## src/logic/flash_host_cfg.svh

```systemverilog
// Constants for the sector flash host controller: register map, fields, timing.
// Assumes a 100 MHz system clock; times are kept in their own units.
`ifndef FLASH_HOST_CFG_SVH
`define FLASH_HOST_CFG_SVH

// ----------------------------------------------------------------------------
// Register offsets
// ----------------------------------------------------------------------------
`define FH_OFF_CTRL 4'h0
`define FH_OFF_ADDR 4'h1
`define FH_OFF_BUF 4'h2
`define FH_OFF_PTR 4'h3
`define FH_OFF_STATUS 4'h4
`define FH_OFF_RDATA 4'h5
`define FH_OFF_WDATA 4'h6

// ----------------------------------------------------------------------------
// Field positions and reset values
// ----------------------------------------------------------------------------
`define FH_CTRL_CMD_LSB 0
`define FH_CTRL_PREFIX_BIT 3
`define FH_ST_BUSY 0
`define FH_ST_DONE 1
`define FH_ST_TIMEOUT 2
`define FH_ST_LATE 3
`define FH_ST_LOCKED 4
`define FH_ST_READY 5
`define FH_ST_REFUSED 6
`define FH_ST_POLL7 7
`define FH_ADDR_RESET 17'h00000
`define FH_BYTE_RESET 8'h00

// ----------------------------------------------------------------------------
// Geometry and fixed codes
// ----------------------------------------------------------------------------
`define FH_SECTOR_BYTES 8'h80
`define FH_PREFIX_LEN 8'h03
`define FH_BOOT_UNLOCKED 8'hFE
`define FH_BOOT_LOCKED 8'hFF
`define FH_GUARD_ADDR0 17'h05555
`define FH_GUARD_ADDR1 17'h02AAA
`define FH_GUARD_ADDR2 17'h05555
`define FH_GUARD_DATA0 8'hAA
`define FH_GUARD_DATA1 8'h55
`define FH_GUARD_DATA2 8'hA0

// ----------------------------------------------------------------------------
// Timing
// ----------------------------------------------------------------------------
`define FH_CLK_NS 10
`define FH_SYNC_CYC 2
`define FH_FILTER_NS 15
`define FH_WE_LOW_CYC ((`FH_FILTER_NS + `FH_CLK_NS) / `FH_CLK_NS)
`define FH_ACCESS_NS 90
`define FH_READ_CYC ((`FH_ACCESS_NS + `FH_CLK_NS - 1) / `FH_CLK_NS)
`define FH_POWER_ON_MS 5
`define FH_POWER_ON_CYC ((`FH_POWER_ON_MS * 1000000) / `FH_CLK_NS)
`define FH_LOAD_WINDOW_US 150
`define FH_LOAD_WINDOW_CYC ((`FH_LOAD_WINDOW_US * 1000) / `FH_CLK_NS)
`define FH_PROG_MAX_MS 10
`define FH_PROG_MAX_CYC ((`FH_PROG_MAX_MS * 1000000) / `FH_CLK_NS)

`endif

```

## src/logic/flash_host_pkg.sv

```systemverilog
// Types for the sector flash host controller.
// Assumes nothing beyond a SystemVerilog compiler.
package flash_host_pkg;

    // ------------------------------------------------------------------------
    // Commands and states
    // ------------------------------------------------------------------------
    typedef enum logic [2:0] {
        CMD_NONE = 3'h0,
        CMD_READ = 3'h1,
        CMD_PROG = 3'h2,
        CMD_BYTE = 3'h3,
        CMD_POLL = 3'h4
    } cmd_t;

    typedef enum logic [3:0] {
        ST_IDLE = 4'h0,
        ST_W_PREP = 4'h1,
        ST_W_ADDR = 4'h2,
        ST_W_LOW = 4'h3,
        ST_W_HIGH = 4'h4,
        ST_W_END = 4'h5,
        ST_RD = 4'h6,
        ST_P_RD = 4'h7,
        ST_P_GAP = 4'h8
    } state_t;

endpackage

```

## src/logic/sector_buffer.sv

```systemverilog
// One sector of staged write data, 128 bytes, written by software.
// Assumes one clock; read data come out of a register one cycle after the address.
`timescale 1ns/1ns
`default_nettype none

module sector_buffer (
    input wire logic sys_clk,
    input wire logic wr_en,
    input wire logic [6:0] wr_addr,
    input wire logic [7:0] wr_data,
    input wire logic [6:0] rd_addr,
    output logic [7:0] rd_data
);

    logic [7:0] mem [0:127];

    // Contents are not reset; unloaded bytes are whatever software left there
    always_ff @(posedge sys_clk) begin
        if (wr_en) begin
            mem[wr_addr] <= wr_data;
        end
        rd_data <= mem[rd_addr];
    end

endmodule

`default_nettype wire

```

## src/logic/sector_flash_program_control.sv

```systemverilog
// Host controller that drives a byte-wide sector flash through its pins.
// Assumes a software master on the plain register port and the flash on the pins.
//
// The address-and-strobe port and the address map were left to the implementer.
`timescale 1ns/1ns
`default_nettype none
`include "flash_host_cfg.svh"

module sector_flash_program_control #(
    parameter int POWER_ON_CYC = `FH_POWER_ON_CYC,
    parameter int LOAD_WINDOW_CYC = `FH_LOAD_WINDOW_CYC,
    parameter int PROG_MAX_CYC = `FH_PROG_MAX_CYC
) (
    input wire logic sys_clk,
    input wire logic arst_n,
    input wire logic [3:0] reg_addr,
    input wire logic [31:0] reg_wdata,
    input wire logic reg_wr,
    input wire logic reg_rd,
    output logic [31:0] reg_rdata,
    output logic [16:0] addr_lines,
    output logic flash_ce_n,
    output logic flash_oe_n,
    output logic flash_we_n,
    output logic [7:0] flash_dq_out,
    output logic flash_dq_oe,
    input wire logic [7:0] flash_dq_in
);

    // ------------------------------------------------------------------------
    // Helpers
    // ------------------------------------------------------------------------
    function automatic logic [16:0] guard_addr(input logic [1:0] idx);
        unique case (idx)
            2'h0: guard_addr = `FH_GUARD_ADDR0;
            2'h1: guard_addr = `FH_GUARD_ADDR1;
            default: guard_addr = `FH_GUARD_ADDR2;
        endcase
    endfunction

    function automatic logic [7:0] guard_data(input logic [1:0] idx);
        unique case (idx)
            2'h0: guard_data = `FH_GUARD_DATA0;
            2'h1: guard_data = `FH_GUARD_DATA1;
            default: guard_data = `FH_GUARD_DATA2;
        endcase
    endfunction

    // ------------------------------------------------------------------------
    // State
    // ------------------------------------------------------------------------
    flash_host_pkg::state_t state_reg, state_next;
    flash_host_pkg::cmd_t cmd_reg;
    logic prefix_reg;
    logic [16:0] addr_reg, last_addr_reg, addr_lines_next;
    logic [7:0] wdata_reg, rdata_reg, dq_out_next;
    logic [6:0] ptr_reg;
    logic [7:0] seq_reg, seq_next;
    logic [3:0] tmr_reg, tmr_next;
    logic [19:0] pwr_reg, gap_reg, poll_reg;
    logic ready_reg, done_reg, timeout_reg, late_reg, locked_reg, refused_reg;
    logic gap_run_reg, first_reg, bit6_reg, poll7_reg;
    logic [7:0] dq_meta_reg, dq_sync_reg;
    logic [7:0] buf_rdata;
    logic [31:0] status_word;

    // ------------------------------------------------------------------------
    // Register decode
    // ------------------------------------------------------------------------
    wire idle = state_reg == flash_host_pkg::ST_IDLE;
    wire ctrl_wr = reg_wr && reg_addr == `FH_OFF_CTRL;
    wire [2:0] ctrl_cmd = reg_wdata[`FH_CTRL_CMD_LSB +: 3];
    wire prog_like = ctrl_cmd == flash_host_pkg::CMD_PROG || ctrl_cmd == flash_host_pkg::CMD_BYTE;
    wire refuse = ctrl_wr && idle && prog_like && !ready_reg;
    wire go = ctrl_wr && idle && !refuse && ctrl_cmd != flash_host_pkg::CMD_NONE;
    wire buf_wr = reg_wr && reg_addr == `FH_OFF_BUF;
    wire is_prog = cmd_reg == flash_host_pkg::CMD_PROG;
    wire [7:0] pre_len = prefix_reg ? `FH_PREFIX_LEN : 8'h00;
    wire in_prefix = prefix_reg && seq_reg < `FH_PREFIX_LEN;
    wire [7:0] body_idx = seq_reg - pre_len;
    wire [7:0] seq_last = pre_len + (is_prog ? `FH_SECTOR_BYTES - 8'h01 : 8'h00);
    wire read_end = tmr_reg == 4'h0;
    wire poll_stop = !first_reg && dq_sync_reg[6] == bit6_reg;
    wire poll_out = poll_reg >= PROG_MAX_CYC[19:0];
    wire late_now = go && ctrl_cmd == flash_host_pkg::CMD_BYTE && gap_run_reg
        && gap_reg >= LOAD_WINDOW_CYC[19:0];
    wire finishing = (state_reg == flash_host_pkg::ST_W_END && seq_reg == seq_last && !is_prog)
        || (state_reg == flash_host_pkg::ST_RD && read_end)
        || (state_reg == flash_host_pkg::ST_P_GAP && (poll_stop || poll_out));

    assign status_word = {24'h000000, poll7_reg, refused_reg, ready_reg, locked_reg,
        late_reg, timeout_reg, done_reg, !idle};

    // Strobes follow the next state so every pin leaves a flip-flop
    wire w_drive = state_next == flash_host_pkg::ST_W_ADDR || state_next == flash_host_pkg::ST_W_LOW
        || state_next == flash_host_pkg::ST_W_HIGH;
    wire r_drive = state_next == flash_host_pkg::ST_RD || state_next == flash_host_pkg::ST_P_RD;

    sector_buffer u_buf (
        .sys_clk(sys_clk),
        .wr_en(buf_wr),
        .wr_addr(ptr_reg),
        .wr_data(reg_wdata[7:0]),
        .rd_addr(body_idx[6:0]),
        .rd_data(buf_rdata)
    );

    // ------------------------------------------------------------------------
    // Sequencer
    // ------------------------------------------------------------------------
    always_comb begin
        state_next = state_reg;
        seq_next = seq_reg;
        tmr_next = tmr_reg;
        addr_lines_next = addr_lines;
        dq_out_next = flash_dq_out;
        unique case (state_reg)
            flash_host_pkg::ST_IDLE: begin
                seq_next = 8'h00;
                if (go) begin
                    unique case (ctrl_cmd)
                        flash_host_pkg::CMD_READ: begin
                            state_next = flash_host_pkg::ST_RD;
                            addr_lines_next = addr_reg;
                            tmr_next = 4'(`FH_READ_CYC + `FH_SYNC_CYC);
                        end
                        flash_host_pkg::CMD_POLL: begin
                            state_next = flash_host_pkg::ST_P_RD;
                            addr_lines_next = last_addr_reg;
                            tmr_next = 4'(`FH_READ_CYC + `FH_SYNC_CYC);
                        end
                        default: state_next = flash_host_pkg::ST_W_PREP;
                    endcase
                end
            end
            flash_host_pkg::ST_W_PREP: begin
                state_next = flash_host_pkg::ST_W_ADDR;
                // Address leads the falling write strobe by a cycle, never racing it
                addr_lines_next = in_prefix ? guard_addr(seq_reg[1:0])
                    : is_prog ? {addr_reg[16:7], body_idx[6:0]}
                    : addr_reg;
            end
            flash_host_pkg::ST_W_ADDR: begin
                state_next = flash_host_pkg::ST_W_LOW;
                tmr_next = 4'(`FH_WE_LOW_CYC - 1);
                if (in_prefix) begin
                    dq_out_next = guard_data(seq_reg[1:0]);
                end else if (is_prog) begin
                    dq_out_next = buf_rdata;
                end else begin
                    dq_out_next = wdata_reg;
                end
            end
            flash_host_pkg::ST_W_LOW: begin
                tmr_next = tmr_reg - 4'h1;
                if (tmr_reg == 4'h0) begin
                    state_next = flash_host_pkg::ST_W_HIGH;
                end
            end
            flash_host_pkg::ST_W_HIGH: begin
                state_next = flash_host_pkg::ST_W_END;
            end
            flash_host_pkg::ST_W_END: begin
                seq_next = seq_reg + 8'h01;
                if (seq_reg != seq_last) begin
                    state_next = flash_host_pkg::ST_W_PREP;
                end else if (is_prog) begin
                    state_next = flash_host_pkg::ST_P_RD;
                    tmr_next = 4'(`FH_READ_CYC + `FH_SYNC_CYC);
                end else begin
                    state_next = flash_host_pkg::ST_IDLE;
                end
            end
            flash_host_pkg::ST_RD: begin
                tmr_next = tmr_reg - 4'h1;
                if (read_end) begin
                    state_next = flash_host_pkg::ST_IDLE;
                end
            end
            flash_host_pkg::ST_P_RD: begin
                tmr_next = tmr_reg - 4'h1;
                if (read_end) begin
                    state_next = flash_host_pkg::ST_P_GAP;
                end
            end
            flash_host_pkg::ST_P_GAP: begin
                tmr_next = 4'(`FH_READ_CYC + `FH_SYNC_CYC);
                state_next = (poll_stop || poll_out) ? flash_host_pkg::ST_IDLE
                    : flash_host_pkg::ST_P_RD;
            end
            default: state_next = flash_host_pkg::ST_IDLE;
        endcase
    end

    // ------------------------------------------------------------------------
    // Pins
    // ------------------------------------------------------------------------
    always_ff @(posedge sys_clk or negedge arst_n) begin
        if (!arst_n) begin
            state_reg <= flash_host_pkg::ST_IDLE;
            seq_reg <= 8'h00;
            tmr_reg <= 4'h0;
            addr_lines <= `FH_ADDR_RESET;
            flash_dq_out <= `FH_BYTE_RESET;
            flash_ce_n <= 1'b1;
            flash_oe_n <= 1'b1;
            flash_we_n <= 1'b1;
            flash_dq_oe <= 1'b0;
            dq_meta_reg <= 8'h00;
            dq_sync_reg <= 8'h00;
        end else begin
            state_reg <= state_next;
            seq_reg <= seq_next;
            tmr_reg <= tmr_next;
            addr_lines <= addr_lines_next;
            flash_dq_out <= dq_out_next;
            flash_ce_n <= !(w_drive || r_drive);
            flash_oe_n <= !r_drive;
            flash_we_n <= state_next != flash_host_pkg::ST_W_LOW;
            flash_dq_oe <= w_drive;
            dq_meta_reg <= flash_dq_in;
            dq_sync_reg <= dq_meta_reg;
        end
    end

    // ------------------------------------------------------------------------
    // Software registers and status
    // ------------------------------------------------------------------------
    always_ff @(posedge sys_clk or negedge arst_n) begin
        if (!arst_n) begin
            cmd_reg <= flash_host_pkg::CMD_NONE;
            prefix_reg <= 1'b0;
            addr_reg <= `FH_ADDR_RESET;
            last_addr_reg <= `FH_ADDR_RESET;
            wdata_reg <= `FH_BYTE_RESET;
            rdata_reg <= `FH_BYTE_RESET;
            ptr_reg <= 7'h00;
            reg_rdata <= 32'h00000000;
            {done_reg, timeout_reg, late_reg, locked_reg, refused_reg} <= 5'h00;
            {ready_reg, gap_run_reg, first_reg, bit6_reg, poll7_reg} <= 5'h00;
            pwr_reg <= 20'h00000;
            gap_reg <= 20'h00000;
            poll_reg <= 20'h00000;
        end else begin
            // Power-up hold-off before any program traffic
            if (!ready_reg) begin
                pwr_reg <= pwr_reg + 20'h00001;
                ready_reg <= pwr_reg >= 20'(POWER_ON_CYC - 1);
            end
            if (go) begin
                cmd_reg <= flash_host_pkg::cmd_t'(ctrl_cmd);
                prefix_reg <= reg_wdata[`FH_CTRL_PREFIX_BIT];
                first_reg <= 1'b1;
                poll_reg <= 20'h00000;
            end
            if (reg_wr && reg_addr == `FH_OFF_ADDR) begin
                addr_reg <= reg_wdata[16:0];
            end
            if (reg_wr && reg_addr == `FH_OFF_WDATA) begin
                wdata_reg <= reg_wdata[7:0];
            end
            if (reg_wr && reg_addr == `FH_OFF_PTR) begin
                ptr_reg <= reg_wdata[6:0];
            end else if (buf_wr) begin
                ptr_reg <= ptr_reg + 7'h01;
            end
            // Gap counter since the last rising strobe; saturates
            if (state_reg == flash_host_pkg::ST_W_HIGH) begin
                gap_reg <= 20'h00000;
                gap_run_reg <= 1'b1;
                last_addr_reg <= addr_lines;
            end else if (gap_reg != 20'hFFFFF) begin
                gap_reg <= gap_reg + 20'h00001;
            end
            if (state_reg == flash_host_pkg::ST_P_RD || state_reg == flash_host_pkg::ST_P_GAP) begin
                poll_reg <= poll_reg + 20'h00001;
            end
            if (state_reg == flash_host_pkg::ST_P_GAP) begin
                first_reg <= 1'b0;
                bit6_reg <= dq_sync_reg[6];
                poll7_reg <= dq_sync_reg[7];
            end
            if (state_reg == flash_host_pkg::ST_RD && read_end) begin
                rdata_reg <= dq_sync_reg;
                locked_reg <= dq_sync_reg == `FH_BOOT_LOCKED;
            end
            // Sticky flags: a new command clears, completion sets done and timeout; the command write itself sets late and refused
            done_reg <= finishing || (done_reg && !go);
            timeout_reg <= (state_reg == flash_host_pkg::ST_P_GAP && !poll_stop && poll_out)
                || (timeout_reg && !go);
            late_reg <= late_now || (late_reg && !(go && !late_now));
            refused_reg <= refuse || (refused_reg && !go);
            unique case (reg_addr)
                `FH_OFF_ADDR: reg_rdata <= reg_rd ? {15'h0000, addr_reg} : 32'h00000000;
                `FH_OFF_PTR: reg_rdata <= reg_rd ? {25'h0000000, ptr_reg} : 32'h00000000;
                `FH_OFF_STATUS: reg_rdata <= reg_rd ? status_word : 32'h00000000;
                `FH_OFF_RDATA: reg_rdata <= reg_rd ? {24'h000000, rdata_reg} : 32'h00000000;
                `FH_OFF_WDATA: reg_rdata <= reg_rd ? {24'h000000, wdata_reg} : 32'h00000000;
                default: reg_rdata <= 32'h00000000;
            endcase
        end
    end

endmodule

`default_nettype wire

```

## config.mk

```make
export PLATFORM = sky130hd
export DESIGN_NAME = sector_flash_program_control
export DESIGN_NICKNAME = d
export VERILOG_FILES = /design/src/logic/flash_host_pkg.sv /design/src/logic/sector_buffer.sv /design/src/logic/sector_flash_program_control.sv
export VERILOG_INCLUDE_DIRS = /design/src /design/src/logic
export SDC_FILE = /design/constraint.sdc
export NUM_CORES = 2
export LEC_CHECK = 0
export ABC_AREA = 0
export BUFFER_PORTS_ARGS = -buffer_cell sky130_fd_sc_hd__buf_4
export CAP_MARGIN = 20
export CORE_MARGIN = 1
export CORE_UTILIZATION = 40
export DETAILED_ROUTE_END_ITERATION = 8
export RECOVER_POWER = 25
export SYNTH_ARGS = -nofsm -noshare
export SYNTH_HDL_FRONTEND = slang
export SYNTH_SLANG_ARGS = --single-unit
```

## constraint.sdc

```tcl
create_clock -name sys_clk -period 4.6 [get_ports sys_clk]
set_clock_uncertainty 0.2 [all_clocks]
set_input_delay 0 -clock sys_clk [delete_from_list [all_inputs] [get_ports sys_clk]]
set_output_delay 0 -clock sys_clk [all_outputs]
set_load 0.005 [all_outputs]
```

; ---- After elaboration in Yosys (flattened, before gate mapping)
; Memories as Yosys holds them, arrays and structs flattened. A register that Yosys moved wholly into a read port is not among the register bits.
; Cells that the tools add are included.
; Widths: inputs -> output; s select.
[op_classes]
n_mux = 43
eq_ne = 36
n_reduce_logical = 66
n_lt_le_gt_ge = 4
n_addsub = 8
[ops]
columns = cell, n
row1 = $pmux 17 s5, 1
row2 = $mux 20, 4
row3 = $pmux 17 s2, 2
row4 = $add 20x1->20 const B, 3
row5 = $mux 17, 3
row6 = $eq 4x3->1 const B, 10
row7 = $mux 8, 5
row8 = $pmux 4 s9, 1
row9 = $mux 7, 5
row10 = $mux 4, 8
row11 = $pmux 8 s2, 2
row12 = $logic_and 1x1->1, 26
row13 = $eq 4x2->1 const B, 6
row14 = $ge 20x14->1 const B, 1
row15 = $ge 20x19->1 const B, 1
row16 = $ge 20x20->1 const B, 1
row17 = $ne 20x20->1 const B, 1
row18 = $pmux 4 s5, 1
row19 = $mux 15, 1
row20 = $logic_or 1x1->1, 13
row21 = $logic_not 4->1, 3
row22 = $reduce_bool 2->1, 6
row23 = $logic_not 1->1, 11
row24 = $eq 3x2->1 const B, 3
row25 = 30 further kinds, 39
[totals]
inputBits = 48
elab_cells = 190
reg_bits = 224
out_inout_bits = 61
n_memories = 1
ram_bits = 1024
[memory_table]
columns = name, depth, word_bits, read_ports, rd_ports_with_merged_regs, wr, line
row1 = u_buf.mem, 128, 8, 1, 1, 1, sector_buffer.sv:15  ; logic [7:0] mem [0:127];

; ---- Longest topological paths before layout
[depth]
ltp_word = 16
ltp_mapped = 13
depth_no_buf = 11

; ---- By module
; Synthesis repeated with hierarchy kept, for this count alone.
[hier_totals]
hier_cells = 2606
hier_area_um2 = 49829.0
[by_module_without_submodules]
columns = module, area_each_um2, seq_area_each_um2, cells_each, n_inst
row1 = sector_buffer, 39665.5, 30909.6, 1635, 1
row2 = sector_flash_program_control, 10163.5, 5233.8, 971, 1

; ---- Least setup slack after synthesis
; No wires, ideal clock.
[synth_path]
kind = reg-to-reg
startpoint = reg seq_reg[0]
endpoint = reg u_buf.rd_data[1], read port of u_buf.mem
required_ns = 4.278
setup_ns = 0.122
synth_period_minus_slack_ns = 3.258
path_stages_with_launch = 14
arrival_ns = 2.936
n_path_buf = 4
path_slack_ns = 1.342
cell_sequence = dfrtp_1 -> inv_1 -> ha_1 -> inv_1 -> fa_1 -> buf_4 -> buf_2 -> buf_2 -> buf_1 -> mux4_2 -> nand2_1 -> nand3_1 -> a31oi_1 -> nor3_2
[synth_via]
elab_chain_cells = 1
[synth_lines]
columns = item, line
row1 = start: declaration, sector_flash_program_control.sv:58  ; logic [7:0] seq_reg, seq_next;
row2 = start signal: assignment, sector_flash_program_control.sv:213  ; seq_reg <= seq_next;
row3 = $sub 7x2->7, sector_flash_program_control.sv:80  ; wire [7:0] body_idx = seq_reg - pre_len;
row4 = end: declaration, sector_buffer.sv:12  ; output logic [7:0] rd_data
; Every way passes these cells.
; A chain may end at the register's enable or synchronous reset.

; ---- Worst setup path after layout
[layout_path]
startpoint = reg seq_reg[0]
endpoint = reg u_buf.rd_data[0], read port of u_buf.mem
; Same word-level chain as after synthesis.

==> impl_metrics.csv <==
group,metric,value,unit
cts,cts.clk_slew.worst_paths,0.06,ns
global_route,first_pass_grt_wire_length,186,mm
placement,detailedPlacementHpwl,77.2,mm
power,sw_frac_of_total,30.0,%
synth,sequential_fraction_of_the_synthesis_area,72.2,%
synth,avgSynthCellArea,16.6,um2
final_layout,utilization,46.6,%
power,vdd_drop_max,407,uV
placement,dpl_cell_area,53000,um2
detailed_routing,drc,20,
detailed_routing,detailedRoute.firstPassIterationCount,9,
cts,clock_sink_count,1241,
global_route,grt_remaining_overflow,0,
power,relative_contribution_of_combinational_cells_to_total_power,24.8,%
final_layout,final_net_count,3301,
power,total_switching_power,0.00944,W
detailed_routing,viasPerCell,5.57,
timing,final.period_utilization,95.2,%
synth,synth_simple_gate_area_share,6.06,%
die,rows,129,
final_layout,largest_register_ffs,1024,
timing,maxSlewHeadroom,-180,%
critical_path,worstPathRequired,5.07,ns
power,pwr_density_cell,545,nW/um2
synth,synth-main-ff-cell,"edfxtp_1",
die,design.die.area,127000,um2
placement,place.port_buffers,78,
synth,syn_area,50100,um2
synth,synth.distinct_cells,75,
detailed_routing,highest_layer,"met4",
cts,clock_path_buffers,3,
critical_path,critical_path_peak_fanout,51,
detailed_routing,routedLengthMet1,55.5,mm
detailed_routing,detailedRoute.firstIterationViolations,2858,
cts,cts.htree.levels,4,
synth,yosysWarningCount,0,
timing,worstMarginPinSlew,4.21,ns
critical_path,crit_path_top_delay_cell,"fa_4",
synth,yosysMostFrequentCell,"edfxtp_1",
synth,ys_seq_elements,1241,
final_layout,finish.instance_area,57800,um2
power,p_int,0.0221,W
final_layout,area_growth_syn_to_layout,15.4,%
synth,xor_xnor_cell_area_share_of_the_yosys_netlist,0.892,%
global_route,grt_pass1_vias,27600,
detailed_routing,met2_wirelength,59.0,mm
synth,synth-compound-area-share,5.24,%
detailed_routing,wl_per_cell,25.3,um
placement,number_of_instances_in_the_placed_design,4683,
critical_path,critPathMaxStageDelay,0.90,ns
critical_path,critical_path_arrival,4.85,ns
synth,area_contributors_post_synth,"edfxtp_1 61%, dfrtp_1 10%, mux4_2 7.3%",
synth,synth_top_family_by_area,"multiplexers",
cts,post_cts_buffers,0,
global_route,grt_max_degree,108,
detailed_routing,total_number_of_vias,27700,
final_layout,register_area,36100,um2
power,power.leakage,19.5,nW
synth,synth_edf_count,1024,
final_layout,layout.cells.non_filler,4976,
run,maxCapViolCount,11,
timing,period_minus_slack,4.38,ns
power,clock_network_power_share,33.6,%
synth,netlist_instances,3016,
final_layout,registers.top_by_ff_count,"u_buf.mem",
detailed_routing,drtAntennaViolNets,0,
timing,drv_slew,749,
detailed_routing,route.met3.wl,8.19,mm
timing,final-setup-viol-count,0,
global_route,global_route.usage.total,19.9,%
cts,cts_tree,"done",
critical_path,critPathLaunchType,"register",
timing,max_freq,228,MHz
synth,ys_top_cells_by_count,"1024 x edfxtp_1, 239 x mux2i_1, 218 x nand2_1, 213 x nor2_1, 206 x dfrtp_1",
die,placeableCoreArea,124000,um2
die,die_height,356,um
critical_path,crit_path_end_kind,"register",
run_status,violations_in_the_final_reports,"design-rule violations, max-capacitance violations, max-slew violations",
timing,finalSetupTns,0,ns
global_route,antenna_found_initial,0,
min_path,hold_class,"in2reg",
critical_path,crit_family,"adder cells",
timing,rsz0062_at_grt,"false",
synth,synth.area.mux_share,13.3,%
timing,hold_viol_final,0,
critical_path,timing.critical_path.cells,"inv_1 > ha_4 > inv_1 > fa_4 > buf_12 > buf_12 > mux2i_1 > a22oi_1 > a21oi_1 > nor4_1 > o22ai_1 > nor3_2",
die,floorplan.initialDensity,40.4,%
final_layout,filler_cell_count_in_the_final_layout,10600,
final_layout,multiInputGateArea,13100,um2
run_status,outcome,"finished with violations",
die,fp.dieW,356,um
cts,cts-root-buf,"clkbuf_16",
placement,gp_congestion,0.849,
cts,number_of_clock_buffers_inserted_by_tritoncts,130,
detailed_routing,routed_wl,126,mm
final_layout,antenna_cells_inserted,0,
power,sequentialPowerShare,41.6,%
final_layout,drive_above_1_share,18.6,%
cts,worstSkewPairLatency,0.75,ns
critical_path,criticalPathCategory,"reg2reg",
synth,post_synth_top_area_cell,"edfxtp_1",
die,pin_count,109,
synth,postSynth.asyncResetShare,16.8,%
synth,yosys.area_share.adder,0.415,%
synth,synth_top_area_share,61.4,%
critical_path,worst-path-buf-inv,4,
==> final timing paths <==
check / startpoint / to / slack, ns / cells past startpoint
worst min register to register: dq_meta_reg[6] / dq_sync_reg[6] / 0.15 / 0
worst max-delay path: seq_reg[0] / u_buf.rd_data[0] / 0.22 / 12
max in group asynchronous: arst_n / pwr_reg[15] / 1.26 / 4
worst max register to register: seq_reg[0] / u_buf.rd_data[0] / 0.22 / 12
worst min-delay path: reg_addr[0] / ptr_reg[1] / 0.06 / 4
min in group asynchronous: arst_n / flash_oe_n / 0.34 / 3
==> worst reg2reg max path, cell delays in order (launching register included) <==
cell	delay [ns]
dfrtp_1	0.48
inv_1	0.20
ha_4	0.16
inv_1	0.05
fa_4	0.90
buf_12	0.24
buf_12	0.38
mux2i_1	0.22
a22oi_1	0.33
a21oi_1	0.13
nor4_1	0.61
o22ai_1	0.21
nor3_2	0.19
==> per-layer routing <==
metal,track usage (%),vias to the layer above
met1,28.6,14300
met3,3.06,179
met4,5.91,0
li1,-,12300
met5,0,-
met2,31.3,975
==> power groups by stage <==
stage | Sequential [W] | Clock [W] | Combinational [W]
6_report | 0.0131 | 0.0106 | 0.00780
5_1_grt | 0.0132 | 0.0112 | 0.00831
4_1_cts | 0.0131 | 0.0108 | 0.00784
3_5_place_dp | 0.0133 | 0 | 0.00777
3_3_place_gp | 0.0133 | 0 | 0.00773
2_1_floorplan | 0.0131 | 0 | 0.00510
==> timing repair <==
item	CTS	global route
endpoints found under the hold margin	848	0
resized for setup	0	0
hold buffers	59	0
==> layout by cell type, fill, tap and decap left out, types with 58 or more instances in the layout <==
master and instances:
o21ai_0 65, edfxtp_1 1024, dfrtp_1 206, mux4_2 162, nand3_1 70, clkbuf_16 131
a22oi_1 111, buf_4 159, dlygate4sd3_1 58, mux2i_1 239, a21oi_1 85, nand2_1 218
nor2_1 208
==> area by class of cell <==
class | count | share of cell area [%]
Inverter | 21 | 0.136
Timing Repair Buffer | 247 | 3.58
Multi-Input combinational cell | 1596 | 22.7
Clock buffer | 163 | 5.94
Sequential cell | 1241 | 62.6
Clock inverter | 71 | 1.50
Tap cell | 1637 | 3.55
==> per-stage QoR <==
| stage | hold slack [ns] | power (W) | worst slack, ns |
|---|---|---|---|
| after floorplan | -0.496 | 0.0182 | 1.34 |
| after global placement | -0.0894 | 0.0210 | 0.406 |
| after detailed placement | -0.0894 | 0.0211 | 0.361 |
| after CTS | 0.0248 | 0.0317 | 0.349 |
| after global routing | 0.0826 | 0.0327 | 0.188 |
| final | 0.0613 | 0.0315 | 0.220 |
==> kinds of logic (layout without fill, tap and decap cells) <==
logic type	count (synthesis)	in the layout
compound gates	395	395
other cells	1	15
simple gates	664	664
buf+inv	193	502
flops	1241	1241
xor+xnor	48	48
fa+ha+maj	16	16
mux	458	458
No activity file was read; power rests on OpenSTA's default activity.
